`src/rtl/thp_regs.vh`:
```
`ifndef THP_REGS_VH
`define THP_REGS_VH

// Status word bit positions
`define THP_ST_TXRDY_FIFO 15
`define THP_ST_POR        14
`define THP_ST_UNDOVF     13
`define THP_ST_WAKE       12
`define THP_ST_EXTINT     11
`define THP_ST_LOWSUP     10
`define THP_ST_FIFOEMPTY  9
`define THP_ST_RESET      16'h0000

// Command decode
`define THP_CMD_TYPE_BIT  15
`define THP_OP_TXBYTE     8'hB8

// Transmit and receive data path
`define THP_TX_PRELOAD    16'hAAAA
`define THP_FIFO_DEPTH    16
`define THP_WORD_BITS     16

// Synchroniser reset levels: {low_supply, ext_int_n, fsel, sdi, cs_n, sck}
`define THP_PIN_RST       6'h1A

// Timing
`define THP_CLK_HZ        40000000
`define THP_MS_TIME_US    1000
`define THP_CAL_TIME_US   500
`define THP_CAL_PERIOD_S  30
`define THP_MS_CYCLES     ((`THP_CLK_HZ / 1000000) * `THP_MS_TIME_US)
`define THP_CAL_CYCLES    ((`THP_CLK_HZ / 1000000) * `THP_CAL_TIME_US)
`define THP_CAL_PERIOD_MS (`THP_CAL_PERIOD_S * 1000)

`endif

```
`src/rtl/thp_core.v`:
```
`timescale 1ns/10ps
`include "thp_regs.vh"
// Overview of operation
// - Low supply comparator reporting below threshold raises the interrupt request.
// - Wake-up period programmable from 1 ms to 255 * 2^31 ms (over 17 years).
// - Timer calibrates at start-up and every 30 s for 500 us.
// - Duty cycle mode: each timer expiry opens a short receive window.
// - External interrupt input is active low; falling pulse is an event.
// - Interrupt output low on tx ready, fifo, error, ext, wake, supply, reset.
// - One shared flag: rx overflow when receiving, tx underrun when transmitting.
// - Host reads status word; that read clears the events it reported.
// - Two byte stages form one 16-bit shifter, shifted at the bit rate.
// - Transmit latch preloaded with alternating pattern as preamble.
// - Transmit register disabled: carrier follows the select pin level.
// - 16-bit receive fifo flags when programmed 1 to 16 bit level reached.
// - Fifo fills only after the sync pattern; sync bits never stored.
// - Fifo select: first fifo bit appears on the next serial clock.
// - Chip select high resets the serial interface, dropping partial words.
// - Mode 0 link; input sampled on rising serial clock while selected.
// - Status output changes on falling serial clock, fifo bits on rising; most significant bit first.
// - Serial output driven low while chip select is high.
module thp_core #(
  parameter [31:0] MS_CYCLES     = `THP_MS_CYCLES,
  parameter [31:0] CAL_CYCLES    = `THP_CAL_CYCLES,
  parameter [31:0] CAL_PERIOD_MS = `THP_CAL_PERIOD_MS,
  parameter        DEPTH         = `THP_FIFO_DEPTH
) (
  // Clock and control
  input  wire        clk,
  input  wire        sys_rst,
  input  wire        ce,
  // Serial command port
  input  wire        spi_sck,
  input  wire        spi_cs_n,
  input  wire        spi_sdi,
  output wire        spi_sdo,
  // Other pins
  input  wire        txdata_fifo_select_pin,
  input  wire        ext_int_n,
  input  wire        low_supply_det,
  output wire        irq_request_out_n,
  output wire        fifo_full_pin,
  output wire        tx_mod_out,
  // Configuration
  input  wire        tx_reg_en,
  input  wire        tx_active,
  input  wire        fifo_en,
  input  wire        rx_active,
  input  wire [4:0]  fifo_level,
  input  wire [4:0]  sync_len,
  input  wire [15:0] sync_pattern_setting,
  input  wire        duty_cycle_en,
  input  wire [6:0]  duty_cycle_setting,
  input  wire        wut_en,
  input  wire [7:0]  wut_mant,
  input  wire [4:0]  wut_exp,
  input  wire        osc_on,
  // Baseband bit streams
  input  wire        tx_bit_stb,
  input  wire        rx_bit_stb,
  input  wire        rx_bit,
  // Status
  output wire [15:0] status_word,
  output wire        tx_underrun_rx_overflow_flag,
  output wire        fifo_level_flag,
  output wire        rx_enable,
  output wire        osc_req,
  output wire        cal_busy
);

  localparam RX_HUNT = 1'b0;
  localparam RX_FILL = 1'b1;

  // Synchronised pins and edge history
  wire [5:0]  pin_s;
  wire        sck_s;
  wire        cs_n_s;
  wire        sdi_s;
  wire        fsel_s;
  wire        ext_s;
  wire        low_s;
  reg         sck_d_q;
  reg         cs_n_d_q;
  reg         ext_d_q;
  reg         low_d_q;
  // Serial engine
  reg  [15:0] in_sr_q;
  reg  [3:0]  bit_cnt_q;
  reg  [15:0] out_sr_q;
  reg  [15:0] snap_q;
  reg         fifo_bit_q;
  // Transmit path
  reg  [15:0] tx_shift_q;
  reg  [2:0]  tx_cnt_q;
  reg  [7:0]  tx_pend_q;
  reg         tx_pend_v_q;
  reg         tx_mod_q;
  // Receive path
  reg  [15:0] hunt_q;
  reg         rx_state_q;
  wire [DEPTH-1:0] mem_q;
  reg  [3:0]  wr_ptr_q;
  reg  [3:0]  rd_ptr_q;
  reg  [4:0]  fcnt_q;
  reg         lvl_q;
  // Duty cycle window
  reg         dc_win_q;
  reg  [6:0]  dc_cnt_q;
  reg         rx_en_q;
  // Sticky event flags and interrupt
  reg         txrdy_q;
  reg         por_q;
  reg         uo_q;
  reg         wake_q;
  reg         ext_q;
  reg         low_q;
  reg         irq_n_q;
  // Wake-up timer
  wire        ms_tick;
  wire        wut_expire;

  thp_sync #(
    .W       (6),
    .RST_VAL (`THP_PIN_RST)
  ) u_pins (
    .clk     (clk),
    .sys_rst (sys_rst),
    .ce      (ce),
    .d       ({low_supply_det, ext_int_n, txdata_fifo_select_pin,
               spi_sdi, spi_cs_n, spi_sck}),
    .q       (pin_s)
  );

  thp_wut #(
    .MS_CYCLES     (MS_CYCLES),
    .CAL_CYCLES    (CAL_CYCLES),
    .CAL_PERIOD_MS (CAL_PERIOD_MS)
  ) u_wut (
    .clk        (clk),
    .sys_rst    (sys_rst),
    .ce         (ce),
    .wut_en     (wut_en),
    .osc_on     (osc_on),
    .wut_mant   (wut_mant),
    .wut_exp    (wut_exp),
    .ms_tick    (ms_tick),
    .wut_expire (wut_expire),
    .cal_busy   (cal_busy),
    .osc_req    (osc_req)
  );

  assign sck_s  = pin_s[0];
  assign cs_n_s = pin_s[1];
  assign sdi_s  = pin_s[2];
  assign fsel_s = pin_s[3];
  assign ext_s  = pin_s[4];
  assign low_s  = pin_s[5];

  wire sck_rise = sck_s & ~sck_d_q;
  wire sck_fall = ~sck_s & sck_d_q;
  wire cs_fall  = ~cs_n_s & cs_n_d_q;
  wire selected = ~cs_n_s;
  // Fifo readout only in receive mode; in transmit mode sdo keeps the status shifter
  wire fifo_rd_mode = selected & fsel_s & fifo_en & ~tx_reg_en;

  // Command word assembly
  wire        cmd_bit   = selected & sck_rise & ~fifo_rd_mode;
  wire        word_done = cmd_bit & (bit_cnt_q == 4'hF);
  wire [15:0] word      = {in_sr_q[14:0], sdi_s};
  wire        status_rd = word_done & ~word[`THP_CMD_TYPE_BIT];
  wire        tx_wr     = word_done & (word[15:8] == `THP_OP_TXBYTE);
  wire [15:0] clr_mask  = status_rd ? snap_q : `THP_ST_RESET;

  always @(posedge clk or posedge sys_rst) begin
    if (sys_rst) begin
      sck_d_q    <= 1'b0;
      cs_n_d_q   <= 1'b1;
      ext_d_q    <= 1'b1;
      low_d_q    <= 1'b0;
      in_sr_q    <= 16'h0000;
      bit_cnt_q  <= 4'h0;
      out_sr_q   <= 16'h0000;
      snap_q     <= 16'h0000;
    end else if (ce) begin
      sck_d_q  <= sck_s;
      cs_n_d_q <= cs_n_s;
      ext_d_q  <= ext_s;
      low_d_q  <= low_s;
      if (cs_n_s) begin
        in_sr_q   <= 16'h0000;
        bit_cnt_q <= 4'h0;
      end else if (cmd_bit) begin
        in_sr_q   <= word;
        bit_cnt_q <= bit_cnt_q + 4'h1;
      end
      // Snapshot taken at select so only reported events get cleared
      if (cs_fall) begin
        out_sr_q <= status_word;
        snap_q   <= status_word;
      end else if (selected & sck_fall) begin
        out_sr_q <= {out_sr_q[14:0], 1'b0};
      end
    end
  end

  // Mux of flops: saves a cycle of turnaround on the falling edge
  assign spi_sdo = cs_n_s ? 1'b0 : (fifo_rd_mode ? fifo_bit_q : out_sr_q[15]);

  // Transmit shifter
  wire       tx_step     = tx_reg_en & tx_active & tx_bit_stb;
  wire       tx_boundary = tx_step & (tx_cnt_q == 3'h7);
  wire       tx_ready_ev = tx_boundary;
  wire       tx_underrun = tx_boundary & ~tx_pend_v_q & ~tx_wr;
  wire [7:0] tx_fill     = tx_wr ? word[7:0] : tx_pend_q;

  always @(posedge clk or posedge sys_rst) begin
    if (sys_rst) begin
      tx_shift_q  <= `THP_TX_PRELOAD;
      tx_cnt_q    <= 3'h0;
      tx_pend_q   <= 8'h00;
      tx_pend_v_q <= 1'b0;
      tx_mod_q    <= 1'b0;
    end else if (ce) begin
      if (!tx_reg_en) begin
        tx_shift_q  <= `THP_TX_PRELOAD;
        tx_cnt_q    <= 3'h0;
        tx_pend_v_q <= 1'b0;
        tx_mod_q    <= fsel_s;
      end else begin
        if (tx_step) begin
          tx_cnt_q <= tx_cnt_q + 3'h1;
          if (tx_boundary) begin
            tx_shift_q <= {tx_shift_q[14:7], tx_fill};
          end else begin
            tx_shift_q <= {tx_shift_q[14:0], 1'b0};
          end
        end
        if (tx_wr) begin
          tx_pend_q   <= word[7:0];
          tx_pend_v_q <= ~tx_boundary;
        end else if (tx_boundary) begin
          tx_pend_v_q <= 1'b0;
        end
        tx_mod_q <= tx_active & tx_shift_q[15];
      end
    end
  end

  assign tx_mod_out = tx_mod_q;

  // Receive: sync hunt then fifo fill
  wire        rx_go     = rx_en_q & rx_bit_stb;
  wire [15:0] hunt_next = {hunt_q[14:0], rx_bit};
  wire [15:0] sync_mask = ~(16'hFFFF << sync_len);
  wire        sync_hit  = ((hunt_next ^ sync_pattern_setting) & sync_mask) == 16'h0000;
  wire        push      = (rx_state_q == RX_FILL) & rx_go & fifo_en & ~tx_reg_en;
  wire        pop       = fifo_rd_mode & sck_rise & (fcnt_q != 5'h00);
  wire        rx_ovf    = push & (fcnt_q == DEPTH[4:0]) & ~pop;
  wire        push_ok   = push & ~rx_ovf;

  genvar gi;
  generate
    for (gi = 0; gi < DEPTH; gi = gi + 1) begin : g_mem
      localparam [3:0] IDX = gi;
      reg cell_q;
      always @(posedge clk or posedge sys_rst) begin
        if (sys_rst) begin
          cell_q <= 1'b0;
        end else if (ce && push_ok && wr_ptr_q == IDX) begin
          cell_q <= rx_bit;
        end
      end
      assign mem_q[gi] = cell_q;
    end
  endgenerate

  always @(posedge clk or posedge sys_rst) begin
    if (sys_rst) begin
      hunt_q     <= 16'h0000;
      rx_state_q <= RX_HUNT;
      wr_ptr_q   <= 4'h0;
      rd_ptr_q   <= 4'h0;
      fcnt_q     <= 5'h00;
      fifo_bit_q <= 1'b0;
      lvl_q      <= 1'b0;
    end else if (ce) begin
      case (rx_state_q)
        RX_HUNT: begin
          if (rx_go) begin
            hunt_q <= hunt_next;
          end
          // Sync bits stay in the hunter, never enter the fifo
          if (rx_go && fifo_en && !tx_reg_en && sync_hit) begin
            rx_state_q <= RX_FILL;
          end
        end
        RX_FILL: begin
          if (!fifo_en || tx_reg_en) begin
            rx_state_q <= RX_HUNT;
            hunt_q     <= 16'h0000;
          end
        end
        default: rx_state_q <= RX_HUNT;
      endcase
      if (!fifo_en) begin
        wr_ptr_q <= 4'h0;
        rd_ptr_q <= 4'h0;
        fcnt_q   <= 5'h00;
      end else begin
        if (push_ok) begin
          wr_ptr_q <= wr_ptr_q + 4'h1;
        end
        if (pop) begin
          rd_ptr_q   <= rd_ptr_q + 4'h1;
          fifo_bit_q <= mem_q[rd_ptr_q];
        end
        if (push_ok && !pop) begin
          fcnt_q <= fcnt_q + 5'h01;
        end else if (pop && !push_ok) begin
          fcnt_q <= fcnt_q - 5'h01;
        end
      end
      lvl_q <= fifo_en & (fcnt_q != 5'h00) & (fcnt_q >= fifo_level);
    end
  end

  assign fifo_full_pin   = fifo_en & lvl_q;
  assign fifo_level_flag = lvl_q;

  // Duty cycle receive window, counted in milliseconds
  always @(posedge clk or posedge sys_rst) begin
    if (sys_rst) begin
      dc_win_q <= 1'b0;
      dc_cnt_q <= 7'h00;
      rx_en_q  <= 1'b0;
    end else if (ce) begin
      if (!duty_cycle_en) begin
        dc_win_q <= 1'b0;
      end else if (wut_expire) begin
        dc_win_q <= 1'b1;
        dc_cnt_q <= duty_cycle_setting;
      end else if (dc_win_q && ms_tick) begin
        if (dc_cnt_q == 7'h00) begin
          dc_win_q <= 1'b0;
        end else begin
          dc_cnt_q <= dc_cnt_q - 7'h01;
        end
      end
      rx_en_q <= rx_active | dc_win_q;
    end
  end

  assign rx_enable = rx_en_q;

  // Sticky events: a set in the clearing cycle survives
  wire ext_ev = ext_d_q & ~ext_s;
  wire low_ev = low_s & ~low_d_q;
  wire uo_ev  = tx_underrun | rx_ovf;

  always @(posedge clk or posedge sys_rst) begin
    if (sys_rst) begin
      txrdy_q <= 1'b0;
      por_q   <= 1'b1;
      uo_q    <= 1'b0;
      wake_q  <= 1'b0;
      ext_q   <= 1'b0;
      low_q   <= 1'b0;
      irq_n_q <= 1'b0;
    end else if (ce) begin
      txrdy_q <= (txrdy_q & ~clr_mask[`THP_ST_TXRDY_FIFO]) | tx_ready_ev;
      por_q   <= por_q & ~clr_mask[`THP_ST_POR];
      uo_q    <= (uo_q & ~clr_mask[`THP_ST_UNDOVF]) | uo_ev;
      wake_q  <= (wake_q & ~clr_mask[`THP_ST_WAKE]) | wut_expire;
      ext_q   <= (ext_q & ~clr_mask[`THP_ST_EXTINT]) | ext_ev;
      low_q   <= (low_q & ~clr_mask[`THP_ST_LOWSUP]) | low_ev;
      irq_n_q <= ~(txrdy_q | por_q | uo_q | wake_q | ext_q | low_q |
                   (~tx_reg_en & lvl_q));
    end
  end

  assign irq_request_out_n = irq_n_q;

  assign status_word = {tx_reg_en ? txrdy_q : lvl_q, por_q, uo_q, wake_q, ext_q, low_q,
                        (fcnt_q == 5'h00), 9'h000};
  assign tx_underrun_rx_overflow_flag = uo_q;

endmodule // thp_core

```
`src/rtl/thp_sync.v`:
```
`timescale 1ns/10ps
module thp_sync #(
  parameter         W       = 6,
  parameter [W-1:0] RST_VAL = {W{1'b0}}
) (
  // Clock and control
  input  wire         clk,
  input  wire         sys_rst,
  input  wire         ce,
  // Asynchronous inputs and their synchronised copies
  input  wire [W-1:0] d,
  output wire [W-1:0] q
);

  genvar i;
  generate
    for (i = 0; i < W; i = i + 1) begin : g_bit
      reg meta_q;
      reg sync_q;
      always @(posedge clk or posedge sys_rst) begin
        if (sys_rst) begin
          meta_q <= RST_VAL[i];
          sync_q <= RST_VAL[i];
        end else if (ce) begin
          meta_q <= d[i];
          sync_q <= meta_q;
        end
      end
      assign q[i] = sync_q;
    end
  endgenerate

endmodule // thp_sync

```
`src/rtl/thp_wut.v`:
```
`timescale 1ns/10ps
`include "thp_regs.vh"
module thp_wut #(
  parameter [31:0] MS_CYCLES     = `THP_MS_CYCLES,
  parameter [31:0] CAL_CYCLES    = `THP_CAL_CYCLES,
  parameter [31:0] CAL_PERIOD_MS = `THP_CAL_PERIOD_MS
) (
  // Clock and control
  input  wire       clk,
  input  wire       sys_rst,
  input  wire       ce,
  // Configuration
  input  wire       wut_en,
  input  wire       osc_on,
  input  wire [7:0] wut_mant,
  input  wire [4:0] wut_exp,
  // Status
  output reg        ms_tick,
  output reg        wut_expire,
  output reg        cal_busy,
  output wire       osc_req
);

  reg  [31:0] ms_div_q;
  reg  [39:0] per_cnt_q;
  reg  [31:0] cal_wait_q;
  reg  [31:0] cal_cnt_q;
  wire [39:0] target;

  // Period is mantissa times 2^exp milliseconds, up to 255 * 2^31 ms (over 17 years)
  assign target  = {32'h00000000, wut_mant} << wut_exp;
  // Oscillator is forced on only for the calibration window
  assign osc_req = cal_busy;

  always @(posedge clk or posedge sys_rst) begin
    if (sys_rst) begin
      ms_div_q   <= 32'h00000000;
      per_cnt_q  <= 40'h0000000000;
      cal_wait_q <= 32'h00000000;
      cal_cnt_q  <= 32'h00000000;
      ms_tick    <= 1'b0;
      wut_expire <= 1'b0;
      cal_busy   <= 1'b1;
    end else if (ce) begin
      ms_tick    <= 1'b0;
      wut_expire <= 1'b0;
      if (ms_div_q == MS_CYCLES - 32'h00000001) begin
        ms_div_q <= 32'h00000000;
        ms_tick  <= 1'b1;
      end else begin
        ms_div_q <= ms_div_q + 32'h00000001;
      end
      if (!wut_en || target == 40'h0000000000) begin
        per_cnt_q <= 40'h0000000000;
      end else if (ms_tick) begin
        if (per_cnt_q + 40'h0000000001 >= target) begin
          per_cnt_q  <= 40'h0000000000;
          wut_expire <= 1'b1;
        end else begin
          per_cnt_q <= per_cnt_q + 40'h0000000001;
        end
      end
      // Calibration at start-up, then periodically, also in sleep
      if (cal_busy) begin
        if (osc_on) begin
          if (cal_cnt_q == CAL_CYCLES - 32'h00000001) begin
            cal_busy  <= 1'b0;
            cal_cnt_q <= 32'h00000000;
          end else begin
            cal_cnt_q <= cal_cnt_q + 32'h00000001;
          end
        end
      end else if (ms_tick) begin
        if (cal_wait_q == CAL_PERIOD_MS - 32'h00000001) begin
          cal_wait_q <= 32'h00000000;
          cal_busy   <= 1'b1;
        end else begin
          cal_wait_q <= cal_wait_q + 32'h00000001;
        end
      end
    end
  end

endmodule // thp_wut

```
`config.mk`:
```
export PLATFORM = sky130hd
export DESIGN_NAME = thp_core
export DESIGN_NICKNAME = d
export VERILOG_FILES = /design/src/rtl/thp_core.v /design/src/rtl/thp_sync.v /design/src/rtl/thp_wut.v
export VERILOG_INCLUDE_DIRS = /design/src /design/src/rtl
export SDC_FILE = /design/constraint.sdc
export NUM_CORES = 1
export LEC_CHECK = 0
export ABC_AREA = 1
export BUFFER_PORTS_ARGS = -buffer_cell sky130_fd_sc_hd__buf_4
export CORE_ASPECT_RATIO = 2
export CORE_UTILIZATION = 55
export DETAILED_ROUTE_END_ITERATION = 7
export PLACE_DENSITY = 0.73
export SYNTH_ARGS = -nofsm -noshare
export SYNTH_HDL_FRONTEND = slang
export SYNTH_SLANG_ARGS = --single-unit
```
`constraint.sdc`:
```
create_clock -name clk -period 12.2 [get_ports clk]
set_input_delay 1.22 -clock clk [delete_from_list [all_inputs] [get_ports clk]]
set_output_delay 1.22 -clock clk [all_outputs]
set_load 0.05 [all_outputs]
```
# Word level (Yosys, flattened, before mapping)
# Index checks and enable logic that the tools add are counted.
# W data, S select, Z words.
op_classes:
  add_sub_neg: 11
  order_cmp: 3
  n_eq_ne: 32
  shifts: 2
  muxes: 57
  n_bitwise: 77
  n_reduce_logical: 56
op_table:
  columns: ["operator", "count"]
  rows:
  - ["$mux W40", 3]
  - ["$add A32 B1 Y32 const B", 3]
  - ["$mux W32", 3]
  - ["$mux W16", 5]
  - ["$eq A32 B15 Y1 const B", 2]
  - ["$mux W15", 4]
  - ["$add A40 B1 Y40 const B", 1]
  - ["$ge A40 B40 Y1", 1]
  - ["$logic_not A40 Y1", 1]
  - ["$shl A8 B5 Y40", 1]
  - ["$and A1 B1 Y1", 39]
  - ["$eq A4 B4 Y1 const B", 9]
  - ["$eq A32 B16 Y1 const B", 1]
  - ["$pmux W15 S2", 1]
  - ["$mux W4", 6]
  - ["$logic_and A1 B1 Y1", 23]
  - ["$mux W1", 23]
  - ["$not A1 Y1", 22]
  - ["$mux W7", 3]
  - ["$reduce_and A2 Y1", 10]
  - ["$and A16 B16 Y16", 1]
  - ["$eq A4 B3 Y1 const B", 4]
  - ["$logic_not A16 Y1", 1]
  - ["$mux W8", 2]
  - ["32 further kinds", 69]
totals:
  regBits: 289
  in_bits: 65
  out_inout_bits: 25
  elab_cells: 303

# Longest topological paths before layout
# Gate-level depths: netlist of run 1.
depth:
  ltp_word: 15
  depth_mapped: 24

# By module
# A second synthesis of run 1 with hierarchy kept.
hier_totals:
  cells_unflattened: 2459
  hier_area_um2: 17789.6
by_module_without_submodules:
  columns: ["mod", "n_inst", "cells_per_inst", "area_per_inst_um2", "seq_area_each_um2"]
  rows:
  - ["thp_wut", 1, 1496, 10187.3, 3479.6]
  - ["thp_core", 1, 905, 7088.0, 3216.8]
  - ["thp_sync", 1, 58, 514.2, 307.8]

# Worst setup path before layout of run 1
# Ideal clock, no wire load.
synth_path:
  path_kind: "input to output"
  startpoint: "input tx_reg_en"
  endpoint: "output spi_sdo"
  arrival_time_ns: 2.777
  path_slack_ns: 8.203
  cell_stages: 4
  cell_sequence: "buf_2 -> nor2_2 -> nand3_1 -> o21ai_0"
synth_via:
  elab_chain_len: 4
synth_lines:
  columns: ["item", "line_no", "rtl"]
  rows:
  - ["from (decl)", "thp_core.v:45", "input wire tx_reg_en,"]
  - ["$not A1 Y1", "thp_core.v:164", "wire fifo_rd_mode = selected & fsel_s & fifo_en & ~tx_reg_en;"]
  - ["$and A1 B1 Y1", "thp_core.v:164", null]
  - ["$mux W1 (2 in a row)", "thp_core.v:207", "assign spi_sdo = cs_n_s ? 1'b0 : (fifo_rd_mode ? fifo_bit_q : out_sr_q[15]);"]
  - ["to (decl)", "thp_core.v:36", "output wire spi_sdo,"]
# Every way passes these cells.

# Final worst setup path of run 1
layout_path:
  startpoint: "register u_wut.per_cnt_q[0]"
  endpoint: "register u_wut.per_cnt_q[34]"
layout_via:
  elab_chain_len: 5
layout_lines:
  columns: ["item", "line_no", "rtl"]
  rows:
  - ["from (decl)", "thp_wut.v:25", "reg [39:0] per_cnt_q;"]
  - ["from (signal assigned)", "thp_wut.v:60", "per_cnt_q <= per_cnt_q + 40'h0000000001;"]
  - ["$add A40 B1 Y40 (*)", "thp_wut.v:56, thp_wut.v:60", null]
  - ["$ge A40 B40 Y1", "thp_wut.v:56", "if (per_cnt_q + 40'h0000000001 >= target) begin"]
  - ["$mux W40 (*)", "thp_wut.v:56", null]
  - ["$mux W40 (*)", "thp_wut.v:55", "end else if (ms_tick) begin"]
  - ["$mux W40 (*)", "thp_wut.v:53", "if (!wut_en || target == 40'h0000000000) begin"]
# Every way passes the cells marked *; elsewhere a longest branch is shown, timed or not. The select of a mux whose other input is x is not followed.
# A chain may end at the register's enable or synchronous reset.

==> qor.txt, run 1 <==
Pleak: 9.45 nW
Htree depth: 1
Initial detailed-routing violation count: 1020
Setup TNS Final: 0 ns
Initial Utilization: 0.559
Row Count: 91
Clock Pin Slew Worst Setup and Hold Paths: 0.07 ns
Clk network pwr share: 0.385
Synth Flop Type: dfrtp_1
Startpoint Class: flop
Fin. max-slew vios: 0
Reg power frac: 0.465
CTS root buf: clkbuf_16
Final GP Congestion: 0.974
Post-synth EDFFs: 0
Hold buffer count at cts: 0
DP Wirelength: 33.9 mm
Reg-to-Reg Start: u_wut.per_cnt_q[0]
HP Class: reg2reg
Postcts setup bufs: 0
Max-cap viol count: 0
Nets: 2468
Antenna diodes: 0
Fmax: 231 MHz
Vias: 15800
Failing checks: design-rule violations
Final Hold Viols: 0
Core area: 30700 sq um
Final worst path period share: 0.355
Initial antenna violation count: 0
Die height: 252 um
Post-synth ARST share: 1.00
Crit Path Class: reg2reg
Placed Area: 17900 sq um
Crit path from: u_wut.per_cnt_q[0]
CP required: 12.63 ns
Ranking of synthesized cells by area: dfrtp_1 38%, nand2_1 11%, inv_1 7.0%
DR WL/cell: 17.1 um
Slew HR: 0.318
CTS tree: built
Combinational Power Share: 0.150
Unrepaired setup endpoints after global routing: false
Largest net degree at the start of global routing: 144
Status: finished, violations left
Drt pass-1 iters: 8
Die ar.: 32000 sq um
Netlist cell types: 56
Worst ir drop on vdd: 0.130 mV
TritonCTS Sinks: 279
Die width: 127 um
Post-route antenna net violation count: 0
PostCTS Resize Cnt: 0
Worst Max-Slew Pin Slew: 1.02 ns
Mapped cell area: 17200 sq um
Seq/Total Area, Yosys: 0.408
Largest area contributor in the netlist: dfrtp_1
CTS buffer count: 26
Reg-to-reg slack, setup: 7.86 ns
First-pass GRT wire length: 76.8 mm
Vias in the first global route: 15700
Maximum fanout along the worst path: 40
Port bufs: 80
Switching share of power: 0.288
Post-synth top area share: 0.380
Post-Route WL: 46.7 mm
Cell Int Power: 0.00162 W
Share of layout cells above drive strength 1: 0.0809
Clk_skew: 0.0310 ns
Synth-to-layout area growth: 9.66%
Final setup fails: 0
DR vias/cell: 5.78
Pwr/cell area: 121 nW/um^2
Clk_lat worst skew: 0.57 ns
Synth warn: 0
CP endpoint kind: flop
Post-Syn Instances: 2297
Arr. time, crit path: 4.76 ns
Final Cell Area: 18800 sq um
CTS Buffer Depth: 3
I/O Pins: 90
Min Clock Period, post-route: 4.34 ns
Mean post-synth cell area: 7.48 sq um
Total track usage: 0.301
Flops & latches, synth: 279
Hold path start: snap_q[14]
Total gr overflow: 0
Net Sw Power: 0.000656 W
# DRC: 1
-- synth_stat cells (8+ instances only) --
master    count
nand2_1     524
nand3_1     145
xnor2_1      14
nor4_1       36
a21oi_1      70
xor2_1       98
clkbuf_1     34
ha_1         61
buf_2        19
inv_1       321
o21ai_0     116
nor2_1      223
a31oi_1      14
o211ai_1      9
a22oi_1       8
o22ai_1      31
dfstp_2      18
buf_4        17
o21ai_1      14
nand4_1     115
dfrtp_1     261
nor3_1       55
-- metal layers --
layer / up-vias / wire (um) / global-route usage
met5: - / 0 / 0
met3: 175 / 2390 / 0.0445
met2: 508 / 24400 / 0.551
met1: 7498 / 16800 / 0.318
li1: 7626 / - / -
met4: 0 / 3090 / 0.192
-- metrics by stage --
stage	setup slack, ns	total power, W	utilization	hold WS, ns	std cells
4_1_cts	7.99	0.00229	0.613	0.417	2733
5_1_grt	7.47	0.00238	0.613	0.434	2733
3_5_place_dp	7.65	0.00141	0.583	0.408	2685
2_1_floorplan	3.32	0.00131	-	0.385	2305
6_report	7.86	0.00228	0.613	0.412	2733
3_3_place_gp	7.71	0.00140	0.583	0.399	2685
-- power by group through the flow --
stage	Sequential, W	Clock, W	Combinational, W
after floorplan	0.00106	0	0.000248
after global placement	0.00107	0	0.000327
after detailed placement	0.00108	0	0.000337
after CTS	0.00106	0.000892	0.000340
after global routing	0.00107	0.000925	0.000390
final	0.00106	0.000876	0.000342
-- final timing paths --
check	endpoint	depth (start not counted)
max	u_wut.per_cnt_q[34]	20
max reg2reg	u_wut.per_cnt_q[34]	20
min	por_q	1
max in group asynchronous	u_wut.ms_div_q[13]	3
min in group asynchronous	hunt_q[8]	2
min reg2reg	por_q	1
-- layout by cell type (no fill, tap or decap), drive strengths merged, types with 2 or more instances in the layout --
master / synthesis / final
nand3: 149 / 149
or2: 7 / 7
o31ai: 4 / 4
a22o: 3 / 3
buf: 48 / 90
nor2: 230 / 230
clkinvlp: 0 / 3
inv: 327 / 328
nor3: 58 / 58
o21ai: 131 / 131
a21boi: 2 / 2
nand4: 115 / 115
nor4: 37 / 37
dfrtp: 261 / 261
a21o: 2 / 2
nand3b: 5 / 5
nand2: 528 / 528
a32o: 5 / 5
dfstp: 18 / 18
bufinv: 0 / 3
a221oi: 2 / 2
o21a: 4 / 4
xnor2: 14 / 14
a22oi: 8 / 8
a211oi: 2 / 2
a31oi: 15 / 15
conb: 1 / 9
or3: 2 / 2
ha: 61 / 61
clkinv: 3 / 8
nor3b: 4 / 4
o211ai: 9 / 9
xor2: 98 / 98
o22ai: 31 / 31
o21bai: 3 / 3
a21oi: 71 / 71
clkbuf: 34 / 36
-- cell families after synthesis --
family	count (synthesis)	synth area share
simple gates	1136	0.293
buf+inv	412	0.0979
compound gates	295	0.0984
flops	279	0.408
xor+xnor	112	0.0571
fa+ha+maj	62	0.0456
other cells	1	0.000218
-- final cells by class --
cell class	count	area [sq um]
Inverter	330	1250
Clock buffer	36	758
Tap cell	372	465
Fill cell	2834	11900
Sequential cell	279	7000
Clock inverter	12	161
Multi-Input combinational cell	1614	8530
Timing Repair Buffer	90	676
-- state kept, by name (all words and copies together), names as in the netlist, 3 cells and up --
| register | flops |
|---|---|
| bit_cnt_q | 4 |
| dc_cnt_q | 7 |
| fcnt_q | 5 |
| g_mem.cell_q | 16 |
| hunt_q | 15 |
| in_sr_q | 15 |
| out_sr_q | 7 |
| rd_ptr_q | 4 |
| snap_q | 6 |
| tx_cnt_q | 3 |
| tx_pend_q | 8 |
| tx_shift_q | 16 |
| u_pins.g_bit.meta_q | 6 |
| u_pins.g_bit.sync_q | 6 |
| u_wut.cal_cnt_q | 32 |
| u_wut.cal_wait_q | 32 |
| u_wut.ms_div_q | 32 |
| u_wut.per_cnt_q | 40 |
| wr_ptr_q | 4 |
-- critical path, stage by stage (launching register included) --
cell,delay (ns)
dfrtp_1,0.49
ha_1,0.22
nand2_1,0.08
nor2_1,0.25
nand2_1,0.10
nor2_1,0.31
nand4_1,0.36
xor2_1,0.39
inv_1,0.08
ha_1,0.28
nand3_1,0.09
nand3b_1,0.20
nor3_1,0.38
nand2_1,0.09
nand4_1,0.09
nand2_1,0.06
nand2_1,0.06
buf_4,0.40
nor2_1,0.11
nand4_1,0.11
nand2_1,0.06
(Power assumes the default switching activity.)
==> inputs of run 2 (changes only) <==
Settings changed: PLACE_DENSITY 0.73 to 0.76.
Clock period 12.2 ns to 3.8 ns, I/O delays scaled along.
==> run 2 against run 1 <==
Effect of this change:
- the run now ends clean
- sequential cell count did not move
- clock power grew to 3.4 times the previous value
- sequential share of layout area shrank 0.56 points
- via count is 0.84% higher
- routed wire length is 1.2% lower
- setup slack worse by 7.6 ns
- register-to-register slack got worse by 7.6 ns
- clock-buffer cell count shrank 5
- largest power group unchanged
- highest routed layer unchanged
==> qor.txt, run 2 (synthesis results as in run 1) <==
Worst ir drop on vdd: 0.474 mV (+270%)
Total gr overflow: 0 (unchanged)
CTS Buffer Depth: 3 (unchanged)
Startpoint Class: flop
Status: completed
Crit path top cell by count: nand2_1
CP endpoint kind: flop
Worst R2R Path Depth: 21 (+5.0%)
# fillers: 2750 (-3.0%)
Slew HR: 0.345 (+0.0269)
Fmax: 280 MHz (+22%)
First-pass GRT wire length: 76.6 mm (-0.30%)
Die height: 252 um (unchanged)
DR WL/cell: 16.7 um (-2.0%)
Place WS: 0.185 ns (-7.46 ns)
Final setup fails: 0 (unchanged)
Final Hold Viols: 0 (unchanged)
Fin. max-slew vios: 0 (unchanged)
Maximum fanout along the worst path: 16 (-60%)
Clk_skew: 0.0249 ns (-0.00608 ns)
Reg-to-reg slack, setup: 0.23 ns (-7.63 ns)
DP Wirelength: 33.7 mm (-0.69%)
Share of layout cells above drive strength 1: 0.0932 (+0.0123)
Worst Hold Path Cells: 3 (+2)
CTS root buf: clkbuf_16
Reg-to-reg endpoint: u_wut.per_cnt_q[4]
Initial Utilization: 0.559 (unchanged)
Initial detailed-routing violation count: 928 (-9.0%)
Vias in the first global route: 16300 (+3.9%)
Crit-path cells: nand3_2 -> nor2_4 -> nand2_1 -> nor2_2 -> nand2_1 -> nor2_1 -> nand3_1 -> xor2_1 -> ha_1 -> nand2_1 -> nor2_1 -> nand3b_1 -> nor2_1 -> nand3_1 -> nand4_1 -> nand2_1 -> nand2_1 -> buf_4 -> nor2_1 -> nand4_1 -> nand2_1
CP max stage delay: 0.44 ns (-0.05 ns)
Clk_lat worst skew: 0.56 ns (about the same)
Total track usage: 0.297 (-0.00376)
Die width: 127 um (unchanged)
Final worst path period share: 0.939 (+0.583)
WHS Endpoint: u_pins.g_bit[3].meta_q
Pwr/cell area: 392 nW/um^2 (+220%)
Final WS setup: 0.233 ns (-7.63 ns)
Final non-filler cell total: 2755 (+0.80%)
Max-cap viol count: 0 (unchanged)
Reg-to-Reg Start: u_wut.per_cnt_q[2]
Vias: 15900 (+0.84%)
Worst Max-Slew Pin Slew: 0.983 ns (-0.0403 ns)
Min Clock Period, post-route: 3.57 ns (-0.769 ns)
Most frequent cells in the layout: 524 x nand2_1, 320 x inv_1, 260 x dfrtp_1, 219 x nor2_1, 144 x nand3_1
Post-route antenna net violation count: 0 (unchanged)
Post-Route WL: 46.1 mm (-1.2%)
Setup TNS Final: 0 ns (unchanged)
CP required: 4.23 ns (-8.40 ns)
Crit Path Class: reg2reg
DR vias/cell: 5.79 (about the same)
Pleak: 9.59 nW (+1.5%)
I/O Pins: 90 (unchanged)
Row Count: 91 (unchanged)
Final GP Congestion: 0.969 (-0.61%)
Clock Pin Slew Worst Setup and Hold Paths: 0.07 ns (about the same)
Most common cell after layout, fill and taps aside: nand2_1
HP Class: in2reg
Synth-to-layout area growth: 11.4%
Port bufs: 80 (unchanged)
Placed Cells: 2701 (+0.60%)
Htree depth: 1 (unchanged)
Antenna diodes: 0 (unchanged)
Max reg flops: 40 (unchanged)
Core area: 30700 sq um (unchanged)
Critical path's slowest cell: dfrtp_1
Die ar.: 32000 sq um (unchanged)
Hold path start: txdata_fifo_select_pin
CTS buffer count: 27 (+3.8%)
# DRC: 0 (-1)
Most flops, register: u_wut.per_cnt_q
TritonCTS Sinks: 279 (unchanged)
Drt pass-1 iters: 6 (-2)
Tot Pwr: 0.00750 W (+230%)
Nets: 2489 (+0.85%)
Arr. time, crit path: 4.00 ns (-0.76 ns)
Hold Slack: 0.0246 ns (-0.388 ns)
Largest net degree at the start of global routing: 146 (+1.4%)
Initial antenna violation count: 0 (unchanged)
CTS tree: built
==> run 2: changes by cell type in the layout (fill, tap and decap cells not counted), moves of 2 or more <==
cell	delta
clkinv_2	+2
dlygate4sd3_1	+2
inv_6	+2
buf_12	+3
buf_4	+15
bufinv_16	+2
clkbuf_8	-3
clkbuf_1	-3
nor2_2	+2
nor2_1	-3
==> run 2: worst max-delay path, delay by kind of cell (launching register included) <==
| family | cells | cell delay [ns] |
|---|---|---|
| xor+xnor | 1 | 0.19 |
| fa+ha+maj | 1 | 0.33 |
| buf+inv | 1 | 0.25 |
| flops | 1 | 0.44 |
| simple gates | 18 | 2.25 |
==> run 2: layout make-up <==
type | count | area, sq um | area share
multi-input combinational | 1614 | 8570 | 0.448
sequential | 279 | 7010 | 0.366
tap | 372 | 465 | 0.0243
inverter | 330 | 1240 | 0.0651
clock buffer | 31 | 731 | 0.0382
timing repair buffer | 110 | 868 | 0.0454
clock inverter | 19 | 253 | 0.0132
==> run 2: metal layers <==
layer  wire length, um  vias to the layer above  track usage
met2             24700                      517        0.560
met1             16800                     7577        0.310
met4              2760                        0        0.186
met3              1850                      180       0.0305
li1                  -                     7666            -
met5                 0                        -            0
==> run 2: what timing repair did <==
item	CTS	global route
endpoints found under the hold margin	2	0
setup buffers	0	2
hold buffers	2	0
setup endpoints to repair	0	40
resized for setup	0	9
==> run 2: power by group <==
group          internal, W  switching (W)
logic             0.000397       0.000705
registers          0.00321       0.000196
clock network      0.00174        0.00126
total              0.00534        0.00216
==> run 2: stage by stage <==
| stage | utilization | area (sq um) |
|---|---|---|
| floorplan | - | 17200 |
| global placement | 0.588 | 18100 |
| detailed placement | 0.588 | 18100 |
| CTS | 0.621 | 19100 |
| global route | 0.622 | 19100 |
| finish | 0.622 | 19100 |
==> run 2: how the worst max path moves through the flow <==
stage                             from                   to  slack [ns]  cells past startpoint
floorplan                      sys_rst         bit_cnt_q[0]       -0.26                      1
global placement    u_wut.per_cnt_q[2]  u_wut.per_cnt_q[33]        0.28                     21
detailed placement  u_wut.per_cnt_q[2]   u_wut.per_cnt_q[2]        0.18                     21
CTS                 u_wut.per_cnt_q[2]  u_wut.per_cnt_q[31]        0.16                     20
global route        u_wut.per_cnt_q[2]   u_wut.per_cnt_q[2]       -0.08                     21
finish              u_wut.per_cnt_q[2]   u_wut.per_cnt_q[4]        0.23                     21
